[src/btiu_defs.svh]
/*
 * constants of the basic trap and interrupt unit: register offsets,
 * field positions, reset values, cause codes and vector entries.
 * assumes inclusion by bare name from package and modules alike.
 */
`ifndef BTIU_DEFS_SVH
`define BTIU_DEFS_SVH

// ==========================================================
// register offsets on the plain register port (word index)
`define BTIU_OFS_MSTATUS 4'h0
`define BTIU_OFS_MIE 4'h1
`define BTIU_OFS_MIP 4'h2
`define BTIU_OFS_MTVEC 4'h3
`define BTIU_OFS_MEPC 4'h4
`define BTIU_OFS_MCAUSE 4'h5
`define BTIU_OFS_CTRL 4'h6

// ==========================================================
// field positions
`define BTIU_MSTATUS_MIE 3
`define BTIU_MSTATUS_MPIE 7
`define BTIU_MTVEC_BASE_LSB 7
`define BTIU_CTRL_DEBUG 0

// ==========================================================
// reset values
`define BTIU_RST_MSTATUS 32'h0000_0000
`define BTIU_RST_MIE 32'h0000_0000
`define BTIU_RST_MTVEC 32'h0000_0000
`define BTIU_RST_MEPC 32'h0000_0000
`define BTIU_RST_MCAUSE 32'h0000_0000

// ==========================================================
// cause codes, request lines and vector entries
`define BTIU_IRQ_MASK 32'hFFFF_0888
`define BTIU_CODE_SW 11'h003
`define BTIU_CODE_TIMER 11'h007
`define BTIU_CODE_EXT 11'h00B
`define BTIU_CODE_NMI_LDERR 11'h400
`define BTIU_CODE_NMI_STERR 11'h401
`define BTIU_CODE_NMI_LDPAR 11'h402
`define BTIU_CODE_NMI_STPAR 11'h403
`define BTIU_CODE_ILLEGAL 11'h002
`define BTIU_NMI_ENTRY 5'hF
`define BTIU_CSR_TIME 12'hC01
`define BTIU_CSR_TIMEH 12'hC81

`endif

[src/btiu_pkg.sv]
/*
 * types of the basic trap and interrupt unit.
 * assumes btiu_defs.svh on the include path.
 */
`include "btiu_defs.svh"
package btiu_pkg;
	// ==========================================================
	// trap request travelling from the resolver to the csr update
	typedef struct packed {
		logic valid; // a trap is taken this cycle
		logic intr; // interrupt flag of the cause
		logic nmi; // non-maskable
		logic [10:0] code; // exception code
	} btiu_trap_t;

	// sequencer of the pending non-maskable fault
	typedef enum logic [1:0] {
		BTIU_NMI_IDLE = 2'b01,
		BTIU_NMI_PEND = 2'b10
	} btiu_nmi_state_t;
endpackage

[src/btiu_prio.sv]
/*
 * fixed priority resolver of the maskable request lines.
 * assumes enabled requests already gated with global and local enables.
 */
`include "btiu_defs.svh"
module btiu_prio
	import btiu_pkg::*;
(
	input wire logic [31:0] i_req,
	output logic o_any,
	output logic [10:0] o_code
);
	// ==========================================================
	// custom lines first, highest number wins, then ext, sw, timer
	always_comb
	begin
		o_any = |i_req;
		o_code = 11'h000;
		if (i_req[7])
		begin
			o_code = `BTIU_CODE_TIMER; // timer is lowest
		end
		if (i_req[3])
		begin
			o_code = `BTIU_CODE_SW;
		end
		if (i_req[11])
		begin
			o_code = `BTIU_CODE_EXT;
		end
		for (int i = 16; i < 32; i++)
		begin
			if (i_req[i])
			begin
				o_code = 11'(i); // later index overrides earlier
			end
		end
	end
endmodule

[src/btiu_top.sv]
/*
 * basic trap and interrupt unit of a 32-bit core: enables, pending
 * levels, priority, cause encoding, vector targets, entry and return.
 * assumes request lines and fault strobes synchronous to I_CLK_SYS
 * except I_IRQ, which is a pin and is synchronised here.
 */
// Strobed register access and the address map were left to the implementer.
`include "btiu_defs.svh"
module btiu_top
	import btiu_pkg::*;
#(
	parameter int LOCAL_CONTROLLER_SELECT_PARAM = 0
)
(
	input wire logic I_CLK_SYS,
	input wire logic I_RST_B,
	// register port
	input wire logic [3:0] i_ADDR,
	input wire logic [31:0] i_WDATA,
	input wire logic i_WR,
	input wire logic i_RD,
	output logic [31:0] o_RDATA,
	// request lines and local controller inputs
	input wire logic [31:0] i_IRQ,
	input wire logic i_CLIC_IRQ,
	// core side
	input wire logic [31:0] i_PC,
	input wire logic i_MRET,
	input wire logic i_EXC,
	input wire logic [10:0] i_EXC_CODE,
	input wire logic i_CSR_ACC,
	input wire logic [11:0] i_CSR_ADDR,
	input wire logic i_LD_ERR,
	input wire logic i_ST_ERR,
	input wire logic i_LD_PAR,
	input wire logic i_ST_PAR,
	output logic o_REDIRECT,
	output logic [31:0] o_TARGET,
	output logic o_ILLEGAL,
	output logic o_NMI_PEND
);
	// ==========================================================
	// elaboration check: only the basic architecture is built
	if (LOCAL_CONTROLLER_SELECT_PARAM != 0)
	begin : g_bad_sel
		$error("only the basic interrupt architecture is supported");
	end

	// ==========================================================
	// declarations
	logic [31:0] irq_s1_r; // first synchroniser stage
	logic [31:0] irq_s2_r; // synchronised lines
	logic [31:0] mip; // pending view
	logic mie_g_r, mie_g_nxt; // mstatus global enable
	logic mpie_r, mpie_nxt; // mstatus previous enable
	logic [31:0] mie_r, mie_nxt; // per line enables
	logic [24:0] tvec_base_r, tvec_base_nxt; // mtvec bits 31:7
	logic tvec_mode_r, tvec_mode_nxt; // 0 direct, 1 vectored
	logic [31:0] mepc_r, mepc_nxt;
	logic [31:0] mcause_r, mcause_nxt;
	logic debug_r, debug_nxt; // core in debug mode
	logic [31:0] rdata_r, rdata_nxt;
	btiu_nmi_state_t nmi_st_r, nmi_st_nxt;
	logic [10:0] nmi_code_r, nmi_code_nxt; // latched fault code
	logic fault_any; // any fault strobe this cycle
	logic [10:0] fault_code; // code of the winning fault
	logic [31:0] en_req; // enabled maskable requests
	logic irq_any;
	logic [10:0] irq_code;
	logic time_acc; // access to an absent time counter
	btiu_trap_t trap;
	logic [31:0] target;

	// ==========================================================
	// pin synchroniser; reserved lines are masked off so a stray
	// drive on them can never reach the resolver
	always_ff @(posedge I_CLK_SYS or negedge I_RST_B)
	begin
		if (!I_RST_B)
		begin
			irq_s1_r <= 32'h0000_0000;
			irq_s2_r <= 32'h0000_0000;
		end
		else
		begin
			irq_s1_r <= i_IRQ;
			irq_s2_r <= irq_s1_r;
		end
	end

	// mip is a pure level view, no latching, no writable state
	assign mip = irq_s2_r & `BTIU_IRQ_MASK;

	// enabled requests: global and line enable, never in debug
	assign en_req = (mie_g_r && !debug_r) ? (mip & mie_r) : 32'h0;

	// ==========================================================
	// fixed priority among the maskable lines
	btiu_prio u_prio (
		.i_req(en_req),
		.o_any(irq_any),
		.o_code(irq_code)
	);

	// time counters are absent; any access is illegal
	assign time_acc = i_CSR_ACC && (i_CSR_ADDR == `BTIU_CSR_TIME ||
		i_CSR_ADDR == `BTIU_CSR_TIMEH);

	// ==========================================================
	// trap selection: nmi over exceptions, exceptions over maskable.
	// the local controller input is not used in basic mode.
	always_comb
	begin
		trap = '0;
		if (nmi_st_r == BTIU_NMI_PEND && !debug_r)
		begin
			trap.valid = 1'b1;
			trap.intr = 1'b1;
			trap.nmi = 1'b1;
			trap.code = nmi_code_r;
		end
		else if (i_EXC || time_acc)
		begin
			trap.valid = 1'b1;
			trap.code = time_acc ? `BTIU_CODE_ILLEGAL : i_EXC_CODE;
		end
		else if (irq_any)
		begin
			trap.valid = 1'b1;
			trap.intr = 1'b1;
			trap.code = irq_code;
		end
	end

	// ==========================================================
	// fetch target of the selected trap or return
	always_comb
	begin
		if (trap.nmi)
		begin
			target = {tvec_base_r, `BTIU_NMI_ENTRY, 2'b00};
		end
		else if (trap.intr && tvec_mode_r)
		begin
			target = {tvec_base_r, 7'h00} +
				{19'h00000, trap.code, 2'b00};
		end
		else if (trap.valid)
		begin
			target = {tvec_base_r, 7'h00};
		end
		else
		begin
			target = mepc_r;
		end
	end

	assign o_REDIRECT = trap.valid || i_MRET;
	assign o_TARGET = target;
	assign o_ILLEGAL = time_acc;
	assign o_NMI_PEND = (nmi_st_r == BTIU_NMI_PEND);

	// ==========================================================
	// priority among simultaneous fault strobes
	always_comb
	begin
		fault_any = i_ST_PAR || i_LD_PAR || i_ST_ERR || i_LD_ERR;
		if (i_ST_PAR)
		begin
			fault_code = `BTIU_CODE_NMI_STPAR;
		end
		else if (i_LD_PAR)
		begin
			fault_code = `BTIU_CODE_NMI_LDPAR;
		end
		else if (i_ST_ERR)
		begin
			fault_code = `BTIU_CODE_NMI_STERR;
		end
		else
		begin
			fault_code = `BTIU_CODE_NMI_LDERR;
		end
	end

	// nmi latch: first fault held until the handler is entered;
	// faults while pending, except in the entry cycle, are dropped so mcause names the first
	always_comb
	begin
		nmi_st_nxt = nmi_st_r;
		nmi_code_nxt = nmi_code_r;
		unique case (nmi_st_r)
			BTIU_NMI_IDLE:
			begin
				if (fault_any)
				begin
					nmi_st_nxt = BTIU_NMI_PEND;
					nmi_code_nxt = fault_code;
				end
			end
			BTIU_NMI_PEND:
			begin
				// later faults discarded; leave once taken, but a
				// fault in the entry cycle itself is kept (set wins)
				if (trap.nmi)
				begin
					nmi_st_nxt = BTIU_NMI_IDLE;
					if (fault_any)
					begin
						nmi_st_nxt = BTIU_NMI_PEND;
						nmi_code_nxt = fault_code;
					end
				end
			end
			default:
			begin
				nmi_st_nxt = BTIU_NMI_IDLE;
			end
		endcase
	end

	always_ff @(posedge I_CLK_SYS or negedge I_RST_B)
	begin
		if (!I_RST_B)
		begin
			nmi_st_r <= BTIU_NMI_IDLE;
			nmi_code_r <= 11'h000;
		end
		else
		begin
			nmi_st_r <= nmi_st_nxt;
			nmi_code_r <= nmi_code_nxt;
		end
	end

	// ==========================================================
	// csr state: software writes first, hardware trap effects win
	always_comb
	begin
		mie_g_nxt = mie_g_r;
		mpie_nxt = mpie_r;
		mie_nxt = mie_r;
		tvec_base_nxt = tvec_base_r;
		tvec_mode_nxt = tvec_mode_r;
		mepc_nxt = mepc_r;
		mcause_nxt = mcause_r;
		debug_nxt = debug_r;
		if (i_WR)
		begin
			unique case (i_ADDR)
				`BTIU_OFS_MSTATUS:
				begin
					mie_g_nxt = i_WDATA[`BTIU_MSTATUS_MIE];
					mpie_nxt = i_WDATA[`BTIU_MSTATUS_MPIE];
				end
				`BTIU_OFS_MIE: mie_nxt = i_WDATA & `BTIU_IRQ_MASK;
				`BTIU_OFS_MTVEC:
				begin
					// bits 6:1 stay fixed, bit 0 is the mode; keeps 128 byte alignment
					tvec_base_nxt = i_WDATA[31:`BTIU_MTVEC_BASE_LSB];
					tvec_mode_nxt = i_WDATA[0];
				end
				`BTIU_OFS_MEPC: mepc_nxt = {i_WDATA[31:1], 1'b0};
				`BTIU_OFS_MCAUSE: mcause_nxt = i_WDATA;
				`BTIU_OFS_CTRL: debug_nxt = i_WDATA[`BTIU_CTRL_DEBUG];
				default:
				begin
					// unmapped or read-only: ignored
				end
			endcase
		end
		if (trap.valid)
		begin
			mepc_nxt = i_PC;
			mpie_nxt = mie_g_r;
			mie_g_nxt = 1'b0;
			mcause_nxt = {trap.intr, 20'h00000, trap.code};
		end
		else if (i_MRET)
		begin
			mie_g_nxt = mpie_r;
			mpie_nxt = 1'b1;
		end
	end

	always_ff @(posedge I_CLK_SYS or negedge I_RST_B)
	begin
		if (!I_RST_B)
		begin
			mie_g_r <= 1'b0;
			mpie_r <= 1'b0;
			mie_r <= `BTIU_RST_MIE;
			tvec_base_r <= 25'h0000000;
			tvec_mode_r <= 1'b0;
			mepc_r <= `BTIU_RST_MEPC;
			mcause_r <= `BTIU_RST_MCAUSE;
			debug_r <= 1'b0;
		end
		else
		begin
			mie_g_r <= mie_g_nxt;
			mpie_r <= mpie_nxt;
			mie_r <= mie_nxt;
			tvec_base_r <= tvec_base_nxt;
			tvec_mode_r <= tvec_mode_nxt;
			mepc_r <= mepc_nxt;
			mcause_r <= mcause_nxt;
			debug_r <= debug_nxt;
		end
	end

	// ==========================================================
	// read data, valid in the cycle after the read strobe
	always_comb
	begin
		rdata_nxt = 32'h0000_0000;
		if (i_RD)
		begin
			unique case (i_ADDR)
				`BTIU_OFS_MSTATUS:
				begin
					rdata_nxt[`BTIU_MSTATUS_MIE] = mie_g_r;
					rdata_nxt[`BTIU_MSTATUS_MPIE] = mpie_r;
				end
				`BTIU_OFS_MIE: rdata_nxt = mie_r;
				`BTIU_OFS_MIP: rdata_nxt = mip;
				`BTIU_OFS_MTVEC: rdata_nxt = {tvec_base_r, 6'h00, tvec_mode_r};
				`BTIU_OFS_MEPC: rdata_nxt = mepc_r;
				`BTIU_OFS_MCAUSE: rdata_nxt = mcause_r;
				`BTIU_OFS_CTRL: rdata_nxt = {31'h0, debug_r};
				default: rdata_nxt = 32'h0000_0000; // unmapped reads zero
			endcase
		end
	end

	always_ff @(posedge I_CLK_SYS or negedge I_RST_B)
	begin
		if (!I_RST_B)
		begin
			rdata_r <= 32'h0000_0000;
		end
		else
		begin
			rdata_r <= rdata_nxt;
		end
	end
	assign o_RDATA = rdata_r;

	// ==========================================================
	// checks
	property p_no_irq_debug;
		@(posedge I_CLK_SYS) disable iff (!I_RST_B)
		debug_r |-> !(trap.valid && trap.intr);
	endproperty
	a_no_irq_debug: assert property (p_no_irq_debug)
		else $error("interrupt taken in debug mode");

	property p_entry_save;
		@(posedge I_CLK_SYS) disable iff (!I_RST_B)
		trap.valid |=> (mepc_r == $past(i_PC)) && (mpie_r == $past(mie_g_r));
	endproperty
	a_entry_save: assert property (p_entry_save)
		else $error("entry did not save pc and enable");

	property p_entry_clear;
		@(posedge I_CLK_SYS) disable iff (!I_RST_B)
		trap.valid |=> !mie_g_r;
	endproperty
	a_entry_clear: assert property (p_entry_clear)
		else $error("global enable not cleared on entry");

	property p_mret;
		@(posedge I_CLK_SYS) disable iff (!I_RST_B)
		(i_MRET && !trap.valid) |-> (o_TARGET == mepc_r) ##1
			(mie_g_r == $past(mpie_r));
	endproperty
	a_mret: assert property (p_mret)
		else $error("return target or enable restore wrong");

	property p_nmi_vec;
		@(posedge I_CLK_SYS) disable iff (!I_RST_B)
		trap.nmi |-> o_TARGET == {tvec_base_r, 7'h3C};
	endproperty
	a_nmi_vec: assert property (p_nmi_vec)
		else $error("nmi target not entry fifteen");

	property p_exc_base;
		@(posedge I_CLK_SYS) disable iff (!I_RST_B)
		(trap.valid && !trap.intr) |-> o_TARGET[6:0] == 7'h00;
	endproperty
	a_exc_base: assert property (p_exc_base)
		else $error("exception target not table base");

	property p_gate;
		@(posedge I_CLK_SYS) disable iff (!I_RST_B)
		(trap.valid && trap.intr && !trap.nmi) |->
			mie_g_r && mie_r[trap.code[4:0]];
	endproperty
	a_gate: assert property (p_gate)
		else $error("interrupt taken while disabled");

	property p_first_fault;
		@(posedge I_CLK_SYS) disable iff (!I_RST_B)
		(o_NMI_PEND && !trap.nmi) |=> $stable(nmi_code_r);
	endproperty
	a_first_fault: assert property (p_first_fault)
		else $error("latched fault code overwritten");

	property p_time_illegal;
		@(posedge I_CLK_SYS) disable iff (!I_RST_B)
		(time_acc && nmi_st_r == BTIU_NMI_IDLE) |=>
			mcause_r == {21'h0, `BTIU_CODE_ILLEGAL};
	endproperty
	a_time_illegal: assert property (p_time_illegal)
		else $error("time access not illegal");
endmodule

[config.mk]
export PLATFORM = sky130hd
export DESIGN_NAME = btiu_top
export DESIGN_NICKNAME = d
export VERILOG_FILES = /design/src/btiu_pkg.sv /design/src/btiu_prio.sv /design/src/btiu_top.sv
export VERILOG_INCLUDE_DIRS = /design/src
export SDC_FILE = /design/constraint.sdc
export NUM_CORES = 1
export LEC_CHECK = 0
export ABC_AREA = 1
export BUFFER_PORTS_ARGS = -buffer_cell sky130_fd_sc_hd__buf_2
export CELL_PAD_IN_SITES_DETAIL_PLACEMENT = 1
export CELL_PAD_IN_SITES_GLOBAL_PLACEMENT = 2
export CORE_ASPECT_RATIO = 0.6
export CORE_MARGIN = 2
export CORE_UTILIZATION = 29
export CTS_CLUSTER_SIZE = 16
export DETAILED_ROUTE_END_ITERATION = 10
export PLACE_DENSITY = 0.73
export SLEW_MARGIN = 20
export SYNTH_ARGS = -nofsm -noshare
export SYNTH_HDL_FRONTEND = slang
export SYNTH_SLANG_ARGS = --single-unit
[constraint.sdc]
create_clock -name I_CLK_SYS -period 4.7 [get_ports I_CLK_SYS]
set_input_delay 0.94 -clock I_CLK_SYS [delete_from_list [all_inputs] [get_ports I_CLK_SYS]]
set_output_delay 0.94 -clock I_CLK_SYS [all_outputs]
set_load 0.1 [all_outputs]
# --- Word-level counts from Yosys, hierarchy flattened ---
# Index checks and enable logic that the tools add are counted.
totals:
  register_bits: 221
  out_inout_bits: 67
  elab_cells: 116
  in_bits: 135
classes:
  bitwise_logic: 1
  n_mux: 62
  n_eq_ne: 12
  reduce_logical: 27
  addsub: 1
ops:
  columns: ["operator", "count"]
  rows:
  - ["$mux W32", 11]
  - ["$pmux W24 S5", 1]
  - ["$mux W5", 16]
  - ["$mux W11", 6]
  - ["$add A32 B13 Y32", 1]
  - ["$and A32 B32 Y32", 1]
  - ["$reduce_or A32 Y1", 1]
  - ["$eq A12 B12 Y1 const B", 2]
  - ["$pmux W11 S2", 1]
  - ["$reduce_and A2 Y1", 8]
  - ["$mux W2", 7]
  - ["$eq A4 B3 Y1 const B", 3]
  - ["$mux W1", 12]
  - ["$pmux W3 S4", 1]
  - ["$eq A4 B2 Y1 const B", 2]
  - ["$reduce_bool A2 Y1", 4]
  - ["$logic_or A1 B1 Y1", 6]
  - ["$mux W3", 2]
  - ["$pmux W1 S6", 1]
  - ["$pmux W3 S2", 1]
  - ["$reduce_bool A3 Y1", 2]
  - ["$pmux W1 S5", 1]
  - ["$eq A4 B1 Y1 const B", 1]
  - ["$logic_and A1 B1 Y1", 4]
  - ["other kinds (8)", 8]

# --- Longest topological paths before layout ---
depth:
  word_depth: 28
  mapped_depth: 26
  ltp_nobuf: 26

# --- Modules after synthesis ---
# A second synthesis with hierarchy kept.
hier_totals:
  hier_cells: 1497
  hier_area_um2: 10540.1
by_module_without_submodules:
  columns: ["module", "seq_area_each_um2", "n_inst", "area_each_um2", "cells_each"]
  rows:
  - ["btiu_top", 4680.7, 1, 10218.6, 1424]
  - ["btiu_prio", 0.0, 1, 321.6, 73]

# --- Least setup slack after synthesis ---
# Ideal clock, no wire load.
synth_path:
  path_type: "register -> output"
  startpoint: "register nmi_st_r[0]"
  endpoint: "output o_TARGET[21]"
  path_buffers: 0
  t_arrival_ns: 5.545
  path_stages_with_launch: 24
  slack_ns: -1.785
  path_cell_list: "dfstp_2 inv_1 ha_1 nand2_1 inv_1 nor2_1 nand2_1 nor2_1 ha_1 inv_1 fa_1 inv_1 nand3_1 nand2_1 nand3_1 nand2_1 nand2_1 nor2_1 nand4_1 nor2_1 inv_1 o21ai_0 nand3_1 a31oi_1"
synth_between:
  elab_chain_len: 6
synth_lines:
  columns: ["item", "line_no", "text"]
  rows:
  - ["from (decl)", "btiu_top.sv:63", "btiu_nmi_state_t nmi_st_r, nmi_st_nxt;"]
  - ["from (signal assigned)", "btiu_top.sv:231", "nmi_st_r <= nmi_st_nxt;"]
  - ["$eq A2 B2 Y1 (*)", null, null]
  - ["named net o_NMI_PEND", "btiu_top.sv:40", "output logic o_NMI_PEND"]
  - ["$logic_and A1 B1 Y1 (*)", "btiu_top.sv:115", "if (nmi_st_r == BTIU_NMI_PEND && !debug_r)"]
  - ["$mux W11 or $mux W2 (tied branches)", "btiu_top.sv:115", null]
  - ["$add A32 B13 Y32, or another cell as far along", "btiu_top.sv:145", "target = {tvec_base_r, 7'h00} +"]
  - ["$mux W32", "btiu_top.sv:143", "else if (trap.intr && tvec_mode_r)"]
  - ["$mux W32 (*)", "btiu_top.sv:139", "if (trap.nmi)"]
  - ["to (decl)", "btiu_top.sv:38", "output logic [31:0] o_TARGET,"]
# The timed path passes the listed nets; every way through them passes the cells marked *.

# --- Worst setup path in the final report ---
layout_path:
  startpoint: "input i_CSR_ADDR[0]"
  endpoint: "output o_TARGET[31]"
layout_between:
  elab_chain_len: 9
layout_lines:
  columns: ["item", "line_no", "text"]
  rows:
  - ["from (decl)", "btiu_top.sv:32", "input wire logic [11:0] i_CSR_ADDR,"]
  - ["$eq A12 B12 Y1 (no line)", null, null]
  - ["$logic_or A1 B1 Y1 (no line) (*)", null, null]
  - ["$logic_and A1 B1 Y1 (*)", "btiu_top.sv:106", "assign time_acc = i_CSR_ACC && (i_CSR_ADDR == `BTIU_CSR_TIME ||"]
  - ["$mux W11 or $logic_or A1 B1 Y1 (tied branches)", "btiu_top.sv:125, btiu_top.sv:122", null]
  - ["$mux W11 or $mux W1 (tied branches)", "btiu_top.sv:122", "else if (i_EXC || time_acc)"]
  - ["$mux W11 or $mux W2 (tied branches)", "btiu_top.sv:115", null]
  - ["$add A32 B13 Y32, or another cell as far along", "btiu_top.sv:145", null]
  - ["$mux W32 (*)", "btiu_top.sv:143", null]
  - ["$mux W32 (*)", "btiu_top.sv:139", null]
# Every way passes the cells marked *; elsewhere a longest branch is shown, timed or not.

==> flow_summary.json <==
{
  "route.detailed.drc": 0,
  "status": "complete, but fails checks",
  "post_synth.cell_area_avg_sq_um": 8.049,
  "critPathKind": "in2out",
  "placed_cells": 1850,
  "vias": 9666,
  "dr.first_iter.drc_count": 755,
  "setup_slack_ns": -0.4249,
  "crit_required_ns": 3.76,
  "start_kind": "input pin",
  "dpl_cell_area_sq_um": 12120,
  "clk_latency_ns": 0.46,
  "drt_wl_total_microns": 41560,
  "worstPathMaxFanout": 3,
  "dieWidth_microns": 239.9,
  "ys_seq_area_share_pct": 48.34,
  "grt_max_degree": 99,
  "worst_slew_pin_slew_ns": 0.9020,
  "numPortBuffers": 186,
  "p_leak_nw": 6.533,
  "fin_nets": 1593,
  "rsz0062_at_grt": "yes",
  "holdWs_ns": 0.3511,
  "vdd_drop_max_mv": 0.4096,
  "coreArea_sq_um": 32670,
  "period_minus_slack_ns": 5.125,
  "dieArea_sq_um": 34920,
  "num_io_pins": 202,
  "ff2ff_path_depth": 14,
  "initial_core_util_pct": 29.64,
  "track_usage_pct": 24.06,
  "n_fill_cell": 3881,
  "cts_hold_buf": 0,
  "clockBufferDepth": 2,
  "clk_pin_slew_worst_paths_ns": 0.07,
  "row_count": 51,
  "die_height_microns": 145.5,
  "fin_crit_sh_pct": 109.0,
  "overflow": 0,
  "dr.pass1.iters": 6,
  "ys_seq_elements": 187,
  "yosysTopAreaCellShare_pct": 48.07,
  "synthFlopType": "dfrtp_1",
  "grt_pass1_wl_microns": 62450,
  "syn_nets": 1347,
  "maxSlewViolCount": 0,
  "synth_cells": 1203,
  "synth_edf_count": 0,
  "drive_gt1_share_pct": 32.69,
  "avgRoutedWirePerCell_microns": 21.73,
  "postRouteAntennaNets": 0,
  "relSlewSlack_pct": 39.87,
  "final_area_sq_um": 13460,
  "fin_worst_skew_ns": 0.01440,
  "yosys_warnings": 0,
  "cts-root-buf": "clkbuf_16",
  "violations": "negative setup slack",
  "hpwl_microns": 29970,
  "synth_area_leaders": "dfrtp_1, nand2_1, inv_1, o21ai_0, nor2_1",
  "htree_levels": 4,
  "cp.arrival_ns": 4.18,
  "netlist_area_sq_um": 9683,
  "final_cell_count_no_fill": 1913,
  "post_drt_via_cell_ratio": 5.053,
  "synth_cell_types": 51,
  "hold_viol": 0,
  "p_per_area_nw_per_um2": 616.8,
  "antenna_found_initial": 1,
  "areaGrowthSynthToFinish_pct": 39.02,
  "hold_path_class": "reg2reg",
  "async_reset_ff_share_pct": 100.0,
  "place_congestion": 0.8735,
  "cts.sink_count": 187,
  "max_freq_ghz": 0.1951,
  "setup_violations": 18,
  "totalPowerFinal_mw": 8.304,
  "drv_cap": 0,
  "cts_tree": "yes",
  "grt_pass1_vias": 9971,
  "numCtsBuffers": 17,
  "min_path_cells": 0,
  "yosysTopAreaCell": "dfrtp_1",
  "endpoint_kind": "output pin"
}
power breakdown:
| part | switching (mW) | internal, mW | leakage, nW |
|---|---|---|---|
| sequential | 0.289 | 1.92 | 2.36 |
| combinational | 3.13 | 1.45 | 3.88 |
| clock | 0.742 | 0.777 | 0.295 |
| total | 4.16 | 4.14 | 6.53 |
area by class of cell:
type	instances	area [sq um]	area share [%]
multi-input cells	802	4868	36.16
clock buffers	18	439.2	3.262
well taps	450	563.0	4.183
repair buffers	283	2133	15.85
flip-flops and latches	187	4681	34.77
clock inverters	14	170.2	1.264
diodes	1	2.502	0.01859
inverters	158	604.3	4.489
cells in the mapped netlist, types with 2 or more instances:
master and number:
o211ai_2 5, nand4_1 5, clkbuf_1 32, ha_1 8, a21oi_1 41, nand2_1 327, xor2_1 4, a22oi_1 6
o21ai_1 27, nor2_2 10, o221ai_1 24, nor4_1 7, o2111ai_1 2, o22ai_1 7, nor2_4 14, a221oi_1 18
nand3_2 2, o21ai_0 85, dfrtp_1 186, o211ai_1 20, nor3_2 6, or2_2 3, buf_2 15, nand3_1 49
a211oi_1 3, inv_1 149, buf_6 7, inv_2 8, nor2_1 81, o311ai_1 2, a31oi_1 21, nor3_1 10
worst max-delay path, cell delays in order:
cell	delay, ns
buf_4	0.13
inv_8	0.05
nor4_2	0.03
and2_1	0.15
nand2_2	0.09
clkinvlp_4	0.18
nor2_4	0.19
ha_4	0.16
inv_2	0.04
fa_2	0.34
inv_2	0.08
nand3_2	0.07
nand2_2	0.08
nand3_2	0.07
nand2_2	0.07
nand2_2	0.07
nor2_4	0.11
nand4_1	0.13
nor2_2	0.22
nand3_2	0.13
nor2_4	0.15
a21oi_2	0.06
nor2_1	0.09
nand2_1	0.09
a31oi_4	0.25
buf_12	0.21
repair_timing:
action / CTS / global route
gates resized for setup: 76 / 49
setup endpoints to repair: 17 / 27
buffers inserted: 23 / 11
pin swaps: 33 / 39
hold endpoints to repair: 0 / 0
logic make-up after synthesis:
family | share of synthesized area, %
simple gates | 23.63
compound gates | 17.26
buf+inv | 9.071
flops | 48.34
fa+ha+maj | 1.241
xor+xnor | 0.4522
through the flow:
stage | setup WS [ns] | util (%) | setup TNS (ns)
final | -0.4249 | 41.20 | -5.048
after global routing | -0.6856 | 41.20 | -8.705
after CTS | -0.3504 | 40.34 | -3.963
after detailed placement | -0.5267 | 37.10 | -5.279
after global placement | -0.4634 | 37.10 | -4.133
after floorplan | -0.7167 | - | -5.337
per-layer routing:
metal / up-vias / global-route usage [%] / routed length (microns) / part of all wire, %
met3: 34 / 5.596 / 2399 / 5.8
met1: 4903 / 37.29 / 20920 / 50
met5: - / 0 / 0 / 0
met2: 251 / 33.99 / 17810 / 43
li1: 4478 / - / - / -
met4: 0 / 4.224 / 435 / 1.0
registers in the layout, summed over array words and instances, names as in the netlist:
signal / cells
o_RDATA: 32
nmi_st_r: 2
nmi_code_r: 3
mie_g_r: 1
irq_s1_r: 19
mpie_r: 1
irq_s2_r: 19
tvec_mode_r: 1
debug_r: 1
mie_r: 19
tvec_base_r: 25
mepc_r: 32
mcause_r: 32
cells in the final DEF (no fill, tap or decap), types with 12 or more instances in the layout:
cell type and count:
a31oi_4 15, o21ai_0 73, inv_2 15, a221oi_1 18, o211ai_1 20, nor2_2 17
inv_1 140, buf_2 157, dfrtp_1 186, nand2_1 312, buf_4 83, clkbuf_16 17
nor2_1 63, buf_12 28, o21ai_2 12, nand3_1 39, buf_6 12, o221ai_1 24
a21oi_1 30, nor2_4 25, o21ai_1 26
final timing paths:
check	slack (ns)	to	from
worst max-delay path	-0.42	o_TARGET[31]	i_CSR_ADDR[0]
worst min-delay path	0.35	irq_s2_r[22]	irq_s1_r[22]
worst max register to register	1.12	mcause_r[9]	mie_g_r
worst min register to register	0.35	irq_s2_r[22]	irq_s1_r[22]
max in group asynchronous	3.10	mcause_r[21]	I_RST_B
min in group asynchronous	0.53	o_RDATA[13]	I_RST_B
(Power assumes the default switching activity.)
